File: config.mk
export PLATFORM = sky130hd
export DESIGN_NAME = pld_regctl
export DESIGN_NICKNAME = d
export VERILOG_FILES = /design/src/pld_pkg.sv /design/src/pin_keeper.sv /design/src/macrocell_bank.sv /design/src/pld_regctl.sv
export SDC_FILE = /design/constraint.sdc
export NUM_CORES = 1
export LEC_CHECK = 0
export BUFFER_PORTS_ARGS = -buffer_cell sky130_fd_sc_hd__buf_2
export CAP_MARGIN = 0
export CORE_ASPECT_RATIO = 1.1
export CORE_MARGIN = 2
export CORE_UTILIZATION = 36
export CTS_BUF_LIST = sky130_fd_sc_hd__clkbuf_8 sky130_fd_sc_hd__clkbuf_16
export CTS_CLUSTER_DIAMETER = 80
export DETAILED_ROUTE_END_ITERATION = 10
export PLACE_DENSITY = 0.61
export SKIP_LAST_GASP = 1
export SLEW_MARGIN = 15
export SYNTH_ARGS = -nofsm -noshare
export SYNTH_HDL_FRONTEND = slang
export SYNTH_SLANG_ARGS = --single-unit
export TNS_END_PERCENT = 1
File: constraint.sdc
create_clock -name pclk -period 2.1 [get_ports pclk]
set_input_delay 0 -clock pclk [delete_from_list [all_inputs] [get_ports pclk]]
set_output_delay 0 -clock pclk [all_outputs]
set_load 0.01 [all_outputs]
File: src/pld_pkg.sv
// constants, types and helpers shared by the macrocell register block
// assumes a 100 MHz pclk and an 8-bit APB byte address
package pld_pkg;

    localparam int N_IN = 12;
    localparam int N_MC = 10;

    // register byte offsets
    localparam logic [7:0] OFF_CTRL = 8'h00;
    localparam logic [7:0] OFF_POLARITY = 8'h04;
    localparam logic [7:0] OFF_REGSEL = 8'h08;
    localparam logic [7:0] OFF_PRELOAD = 8'h0c;
    localparam logic [7:0] OFF_SIG_LO = 8'h10;
    localparam logic [7:0] OFF_SIG_HI = 8'h14;
    localparam logic [7:0] OFF_STATUS = 8'h18;
    localparam logic [7:0] OFF_VERIFY = 8'h1c;

    // field positions
    localparam int CTRL_SECURE_BIT = 0;
    localparam int PRELOAD_MASK_LSB = 16;
    localparam int VERIFY_REGSEL_LSB = 16;
    localparam int STATUS_SECURE_BIT = 16;
    localparam int STATUS_POR_BIT = 17;

    // reset values
    localparam logic [9:0] RST_POLARITY = 10'h000;
    localparam logic [9:0] RST_REGSEL = 10'h000;
    localparam logic [63:0] RST_SIG = 64'h0000_0000_0000_0000;

    // power-up reset interval, longest time rounds down to whole cycles
    localparam int PUR_INTERVAL_TYP_NS = 600;
    localparam int PUR_INTERVAL_MAX_NS = 1000;
    localparam int CLK_PERIOD_NS = 10;
    localparam int POR_CYCLES = (PUR_INTERVAL_MAX_NS / CLK_PERIOD_NS < 1) ? 1 :
                                PUR_INTERVAL_MAX_NS / CLK_PERIOD_NS;
    localparam int POR_CNT_W = 8;

    typedef enum logic [1:0] {
        POR_HOLD = 2'b01,
        POR_RUN = 2'b10
    } por_state_t;

    function automatic logic addr_mapped(input logic [7:0] a);
        return (a == OFF_CTRL) || (a == OFF_POLARITY) || (a == OFF_REGSEL) ||
               (a == OFF_PRELOAD) || (a == OFF_SIG_LO) || (a == OFF_SIG_HI) ||
               (a == OFF_STATUS) || (a == OFF_VERIFY);
    endfunction : addr_mapped

    // access that the security bit refuses
    function automatic logic addr_secured(input logic [7:0] a);
        return (a == OFF_PRELOAD) || (a == OFF_VERIFY);
    endfunction : addr_secured

endpackage : pld_pkg

File: src/pin_keeper.sv
// bank of pin keepers: holds the last driven level of undriven pins
// assumes the pad value and a per-pin driven flag are synchronous to pclk
`timescale 1ns/10ps
`default_nettype none

module pin_keeper #(
    parameter int W = 12
) (
    input wire logic pclk,
    input wire logic presetn,
    input wire logic [W-1:0] pad_val,
    input wire logic [W-1:0] pad_driven,
    output logic [W-1:0] level
);

    logic [W-1:0] level_ff;
    logic [W-1:0] nxt_level;

    always_comb
    begin
        // a driven pin always wins over the weak hold
        nxt_level = (pad_driven & pad_val) | (~pad_driven & level_ff);
    end

    always_ff @(posedge pclk or negedge presetn)
    begin
        if (!presetn)
        begin
            level_ff <= '0;
        end
        else
        begin
            level_ff <= nxt_level;
        end
    end

    assign level = level_ff;
endmodule : pin_keeper

`default_nettype wire

File: src/macrocell_bank.sv
// ten output macrocells: register, preload, polarity and path select
// assumes sum and enable terms come from an external product-term array
`timescale 1ns/10ps
`default_nettype none

module macrocell_bank (
    input wire logic pclk,
    input wire logic presetn,
    input wire logic clear,
    input wire logic [9:0] pl_mask,
    input wire logic [9:0] pl_data,
    input wire logic [9:0] sum_term,
    input wire logic [9:0] oe_term,
    input wire logic [9:0] polarity,
    input wire logic [9:0] regsel,
    output logic [9:0] io_out,
    output logic [9:0] io_oe,
    output logic [9:0] feedback
);

    logic [9:0] mc_ff, nxt_mc;
    logic [9:0] pin_ff, nxt_pin;
    logic [9:0] oe_ff, nxt_oe;
    logic [9:0] fb_ff, nxt_fb;

    always_comb
    begin
        if (clear)
        begin
            nxt_mc = '0;
        end
        else
        begin
            // preload overrides the array for the selected cells only
            nxt_mc = (pl_mask & pl_data) | (~pl_mask & sum_term);
        end
        // four output forms: polarity over registered or combinational path
        nxt_pin = polarity ^ ((regsel & nxt_mc) | (~regsel & sum_term));
        nxt_fb = (regsel & nxt_mc) | (~regsel & sum_term);
        nxt_oe = oe_term;
    end

    always_ff @(posedge pclk or negedge presetn)
    begin
        if (!presetn)
        begin
            mc_ff <= '0;
            pin_ff <= '0;
            oe_ff <= '0;
            fb_ff <= '0;
        end
        else
        begin
            mc_ff <= nxt_mc;
            pin_ff <= nxt_pin;
            oe_ff <= nxt_oe;
            fb_ff <= nxt_fb;
        end
    end

    assign io_out = pin_ff;
    assign io_oe = oe_ff;
    assign feedback = fb_ff;
endmodule : macrocell_bank

`default_nettype wire

File: src/pld_regctl.sv
// register side of a 12-input, 10-macrocell programmable logic device
// assumes an APB master on pclk; presetn stands for the supply power-up reset
//
// Operation
// - macrocell registers clear during the power-up reset interval after supply threshold
// - after reset each registered pin shows its polarity applied to the cleared register
// - each macrocell register can be preloaded high or low individually
// - 64-bit user signature is always writable and readable, secured or not
// - security bit blocks fuse verify and preload at once
// - undriven input and io pins hold their last driven level
// - an external driver always overrides the held pin level
// - twelve dedicated inputs and ten bidirectional macrocells, one pin each
// - each macrocell picks polarity and registered or combinational path
//
// Chosen here: the register offsets and the APB register port.
`timescale 1ns/10ps
`default_nettype none

module pld_regctl (
    input wire logic pclk,
    input wire logic presetn,
    input wire logic psel,
    input wire logic penable,
    input wire logic pwrite,
    input wire logic [7:0] paddr,
    input wire logic [31:0] pwdata,
    output logic [31:0] prdata,
    output logic pready,
    output logic pslverr,
    input wire logic [11:0] in_val,
    input wire logic [11:0] in_driven,
    output logic [11:0] in_level,
    input wire logic [9:0] io_in,
    input wire logic [9:0] io_ext_driven,
    output logic [9:0] io_out,
    output logic [9:0] io_oe,
    output logic [9:0] io_level,
    input wire logic [9:0] sum_term,
    input wire logic [9:0] oe_term,
    output logic [9:0] feedback
);

    // ************************************************************
    // power-up reset interval
    // ************************************************************
    pld_pkg::por_state_t por_state_ff, nxt_por_state;
    logic [pld_pkg::POR_CNT_W-1:0] por_cnt_ff, nxt_por_cnt;
    logic por_busy;

    localparam logic [pld_pkg::POR_CNT_W-1:0] POR_LAST =
        pld_pkg::POR_CNT_W'(pld_pkg::POR_CYCLES - 1);

    always_comb
    begin
        nxt_por_state = por_state_ff;
        nxt_por_cnt = por_cnt_ff;
        unique case (por_state_ff)
            pld_pkg::POR_HOLD:
            begin
                // registers stay clear while the clock is assumed quiet
                if (por_cnt_ff == POR_LAST)
                begin
                    nxt_por_state = pld_pkg::POR_RUN;
                end
                else
                begin
                    nxt_por_cnt = por_cnt_ff + 1'b1;
                end
            end
            pld_pkg::POR_RUN:
            begin
                nxt_por_state = pld_pkg::POR_RUN;
            end
            default:
            begin
                nxt_por_state = pld_pkg::POR_HOLD;
                nxt_por_cnt = '0;
            end
        endcase
    end

    always_ff @(posedge pclk or negedge presetn)
    begin
        if (!presetn)
        begin
            por_state_ff <= pld_pkg::POR_HOLD;
            por_cnt_ff <= '0;
        end
        else
        begin
            por_state_ff <= nxt_por_state;
            por_cnt_ff <= nxt_por_cnt;
        end
    end

    assign por_busy = (por_state_ff != pld_pkg::POR_RUN);

    // ************************************************************
    // apb slave and configuration registers
    // ************************************************************
    logic [9:0] polarity_ff, nxt_polarity;
    logic [9:0] regsel_ff, nxt_regsel;
    logic [63:0] sig_ff, nxt_sig;
    logic secure_ff, nxt_secure;
    logic [31:0] prdata_ff, nxt_prdata;
    logic pready_ff, nxt_pready;
    logic pslverr_ff, nxt_pslverr;
    logic setup_phase;
    logic wr_fire;
    logic refused;
    logic [9:0] pl_mask;
    logic [9:0] pl_data;

    assign setup_phase = psel && !penable;
    assign wr_fire = psel && penable && pready_ff && pwrite && !pslverr_ff;

    // preload and verify are refused while secured, and while the power-up clear runs
    assign refused = pld_pkg::addr_secured(paddr) && (secure_ff || por_busy);

    always_comb
    begin
        nxt_pready = setup_phase;
        nxt_pslverr = 1'b0;
        nxt_prdata = '0;
        if (setup_phase)
        begin
            if (!pld_pkg::addr_mapped(paddr) || refused)
            begin
                nxt_pslverr = 1'b1;
            end
            else if (!pwrite)
            begin
                unique case (paddr)
                    pld_pkg::OFF_CTRL:
                        nxt_prdata[pld_pkg::CTRL_SECURE_BIT] = secure_ff;
                    pld_pkg::OFF_POLARITY:
                        nxt_prdata[9:0] = polarity_ff;
                    pld_pkg::OFF_REGSEL:
                        nxt_prdata[9:0] = regsel_ff;
                    pld_pkg::OFF_SIG_LO:
                        nxt_prdata = sig_ff[31:0];
                    pld_pkg::OFF_SIG_HI:
                        nxt_prdata = sig_ff[63:32];
                    pld_pkg::OFF_STATUS:
                    begin
                        nxt_prdata[9:0] = feedback;
                        nxt_prdata[pld_pkg::STATUS_SECURE_BIT] = secure_ff;
                        nxt_prdata[pld_pkg::STATUS_POR_BIT] = por_busy;
                    end
                    pld_pkg::OFF_VERIFY:
                    begin
                        // fuse verify: configuration as programmed
                        nxt_prdata[9:0] = polarity_ff;
                        nxt_prdata[pld_pkg::VERIFY_REGSEL_LSB +: 10] = regsel_ff;
                    end
                    default:
                        nxt_prdata = '0;
                endcase
            end
        end
    end

    always_comb
    begin
        nxt_polarity = polarity_ff;
        nxt_regsel = regsel_ff;
        nxt_sig = sig_ff;
        nxt_secure = secure_ff;
        pl_mask = '0;
        pl_data = '0;
        if (wr_fire)
        begin
            unique case (paddr)
                pld_pkg::OFF_CTRL:
                    // set-only: once secured only a power cycle clears it
                    nxt_secure = secure_ff | pwdata[pld_pkg::CTRL_SECURE_BIT];
                pld_pkg::OFF_POLARITY:
                    nxt_polarity = pwdata[9:0];
                pld_pkg::OFF_REGSEL:
                    nxt_regsel = pwdata[9:0];
                pld_pkg::OFF_PRELOAD:
                begin
                    pl_mask = pwdata[pld_pkg::PRELOAD_MASK_LSB +: 10];
                    pl_data = pwdata[9:0];
                end
                pld_pkg::OFF_SIG_LO:
                    nxt_sig[31:0] = pwdata;
                pld_pkg::OFF_SIG_HI:
                    nxt_sig[63:32] = pwdata;
                default:
                begin
                    nxt_secure = secure_ff;
                end
            endcase
        end
    end

    always_ff @(posedge pclk or negedge presetn)
    begin
        if (!presetn)
        begin
            polarity_ff <= pld_pkg::RST_POLARITY;
            regsel_ff <= pld_pkg::RST_REGSEL;
            sig_ff <= pld_pkg::RST_SIG;
            secure_ff <= 1'b0;
            prdata_ff <= '0;
            pready_ff <= 1'b0;
            pslverr_ff <= 1'b0;
        end
        else
        begin
            polarity_ff <= nxt_polarity;
            regsel_ff <= nxt_regsel;
            sig_ff <= nxt_sig;
            secure_ff <= nxt_secure;
            prdata_ff <= nxt_prdata;
            pready_ff <= nxt_pready;
            pslverr_ff <= nxt_pslverr;
        end
    end

    assign prdata = prdata_ff;
    assign pready = pready_ff;
    assign pslverr = pslverr_ff;

    // ************************************************************
    // macrocells and pin keepers
    // ************************************************************
    macrocell_bank u_cells (
        .pclk(pclk),
        .presetn(presetn),
        .clear(por_busy),
        .pl_mask(pl_mask),
        .pl_data(pl_data),
        .sum_term(sum_term),
        .oe_term(oe_term),
        .polarity(polarity_ff),
        .regsel(regsel_ff),
        .io_out(io_out),
        .io_oe(io_oe),
        .feedback(feedback)
    );

    pin_keeper #(.W(pld_pkg::N_IN)) u_in_keep (
        .pclk(pclk),
        .presetn(presetn),
        .pad_val(in_val),
        .pad_driven(in_driven),
        .level(in_level)
    );

    // an io pin counts as driven by us or by the board
    pin_keeper #(.W(pld_pkg::N_MC)) u_io_keep (
        .pclk(pclk),
        .presetn(presetn),
        .pad_val(io_in),
        .pad_driven(io_ext_driven | io_oe),
        .level(io_level)
    );
endmodule : pld_regctl

`default_nettype wire

==> flow_summary.json <==
{
  "p_clk_share_pct": 42.6,
  "p_per_area_nw_per_um2": 687,
  "tightest_slew_ns": 0.615,
  "worstSkewPairLatency_ns": 0.44,
  "crit_chain": "dlygate4sd3_1, buf_2, nor4b_2, nor2b_1, and3_1, buf_4, mux2_2",
  "die_h_um": 159,
  "status": "finished, final reports clean",
  "io_pins": 195,
  "grt_pass1_vias": 6160,
  "fin_crit_sh_pct": 94.3,
  "cts_tree": "yes",
  "period_minus_slack_ns": 1.98,
  "critPathLaunch": "paddr[3]",
  "synth_area_leaders": "dfrtp_1, mux2_2, mux2_4, a22oi_1, nor2b_1",
  "cts_sinks": 181,
  "end_kind": "flip-flop",
  "internal_power_mw": 5.74,
  "pwr-share-seq_pct": 47.9,
  "grt_usage_pct": 18.6,
  "fin_nets": 1018,
  "postCtsSetupRepairBufs": 0,
  "ys_warn_count": 0,
  "htreeDepth": 4,
  "synth_area_um2": 7900,
  "ys_types": 56,
  "grt_max_degree": 53,
  "vias": 5998,
  "routed_wl_um": 21100,
  "reg2reg_from": "por_cnt_ff[0]",
  "yosysSeqAreaShare_pct": 57.4,
  "relSlewSlack_pct": 58.7,
  "final_core_util_pct": 51.0,
  "crit_path_top_delay_cell": "dlygate4sd3_1",
  "yosysTopAreaCell": "dfrtp_1",
  "startpoint_type": "input pin",
  "drive_gt1_share_pct": 41.0,
  "crit_type": "in2reg",
  "synth_edf_count": 0,
  "core_um2": 21400,
  "diodes": 0,
  "clock_path_buffers": 2,
  "grt_overflow_total": 0,
  "drc": 0,
  "synthFlopType": "dfrtp_1",
  "crit_fanout": 12,
  "fmax_mhz": 505,
  "hold_path_class": "in2reg",
  "portBuffers": 194,
  "netlist.area_leader.share_pct": 57.0,
  "hpwl_um": 14100,
  "hold_viol_final": 0,
  "die_w_um": 145,
  "p_sw_mw": 1.77,
  "finClkSkew_ns": 0.0121,
  "synthArstFlopShare_pct": 100,
  "ys_seq_elements": 181,
  "avgSynthCellArea_um2": 13.2,
  "drtIter0Drc": 328,
  "rr_worst_depth": 5,
  "arrival_ns": 2.29,
  "finalSetupTns_ns": 0,
  "worst_path_largest_cell_delay_ns": 0.53,
  "swShare_pct": 23.6,
  "drt-wirelength-per-cell_um": 17.5,
  "path_clk_slew_ns": 0.07,
  "leakagePower_nw": 5.39,
  "antenna_found_initial": 0,
  "setup_violations": 0,
  "cp.required_ns": 2.41,
  "firstDrtPassIters": 5,
  "slew_viol_final": 0,
  "initial_core_util_pct": 36.8,
  "area_delta_synth_final_pct": 38.5,
  "rows": 56,
  "maxCapViolations": 0,
  "cts_buffers": 17,
  "via_per_inst": 4.97,
  "grt_pass1_wl_um": 34100,
  "root_buffer": "clkbuf_16",
  "drtAntennaViolNets": 0,
  "vdd_drop_max_mv": 0.504,
  "gp_congestion": 0.784,
  "pwr-share-comb_pct": 9.5,
  "rsz0062_at_grt": "no",
  "crit_end": "sig_ff[58]",
  "syn_inst": 598,
  "reg2reg_to": "por_state_ff[0]",
  "whs_ns": 0.00933,
  "die-area_um2": 23100,
  "r2r_slack_ns": 0.16,
  "syn_nets": 710
}
## cells by family after synthesis
group                      share of synthesized area (%)
xor gates and xnor gates                            1.44
muxes                                               19.3
buffers and inverters                               2.38
AOI/OAI and AO/OA                                   9.27
adders and majority gates                          0.475
DFF                                                 57.4
and+or+nand+nor                                     9.71
## layout make-up
type / instances / area (µm²)
repair buffers: 324 / 2250
flip-flops and latches: 181 / 4530
well taps: 290 / 363
fillers: 1936 / 10500
clock buffers: 18 / 439
clock inverters: 13 / 148
inverters: 4 / 15.0
multi-input cells: 378 / 3190
## placed cells by master, fill, tap and decap left out, types with 5 or more instances in the layout
cell type,instances
mux2_2,80
a22o_1,16
nand3_1,5
a2bb2oi_1,8
nand2_1,21
clkbuf_16,17
a31oi_1,10
mux2_4,30
nor2b_1,23
a21oi_1,20
xor2_1,11
o21ai_0,5
buf_2,193
nor4bb_1,10
nor2_1,38
buf_4,26
dfrtp_1,180
dlygate4sd3_1,100
nor3_1,6
nand4_1,10
mux2i_1,12
a22oi_1,27
## per-layer routing
metal	track usage, %	share of wire (%)	wire length (µm)
met4	4.46	1.1	241
met5	0	0	0
met2	30.4	48	10100
met1	25.0	45	9560
met3	4.73	5.9	1250
## worst max-delay path: cells and delay by family
kind / cells / cell delay, ns
simple gates: 3 / 0.94
mux: 1 / 0.36
buf+inv: 3 / 0.99
## worst min path at each step
stage / startpoint / to / cells past startpoint
floorplan: presetn / async pin / 0
global placement: presetn / prdata[30] / 1
detailed placement: presetn / prdata[30] / 1
CTS: paddr[1] / prdata[0] / 4
global route: sum_term[5] / u_cells.feedback[5] / 3
finish: paddr[1] / prdata[0] / 4
## cell usage after synthesis (4+ instances only)
| master | count |
|---|---|
| nand4_1 | 10 |
| a21oi_1 | 20 |
| xor2_1 | 11 |
| clkbuf_1 | 19 |
| dfrtp_1 | 180 |
| mux2_2 | 80 |
| a22o_1 | 16 |
| buf_2 | 5 |
| a2bb2oi_1 | 8 |
| a22oi_1 | 27 |
| a31oi_1 | 10 |
| inv_1 | 4 |
| buf_1 | 4 |
| nand2_1 | 21 |
| o21ai_0 | 5 |
| nor3_1 | 6 |
| nand3_1 | 5 |
| mux2i_1 | 12 |
| nor4bb_1 | 11 |
| nor2_1 | 38 |
| mux2_4 | 30 |
| nor2b_1 | 23 |
## repair_timing
item / in CTS / in global routing
hold endpoints to repair: 279 / 0
gates resized for setup: 0 / 0
hold buffers: 100 / 0
## power groups by stage
stage	clock network (mW)	registers [mW]	logic (mW)
4_1_cts	3.28	3.60	0.714
3_3_place_gp	0	3.66	0.538
5_1_grt	3.43	3.61	0.780
6_report	3.20	3.60	0.713
3_5_place_dp	0	3.66	0.542
2_1_floorplan	0	3.70	0.167
## stage by stage
stage | power (mW) | setup WS [ns] | cell area, µm² | cells
floorplan | 3.87 | 0.175 | 7900 | 598
global placement | 4.20 | 0.243 | 9350 | 1077
detailed placement | 4.21 | 0.142 | 9350 | 1077
CTS | 7.59 | 0.164 | 10900 | 1208
global route | 7.82 | 0.0279 | 10900 | 1208
finish | 7.51 | 0.119 | 10900 | 1208
No activity file was read; power rests on OpenSTA's default activity.
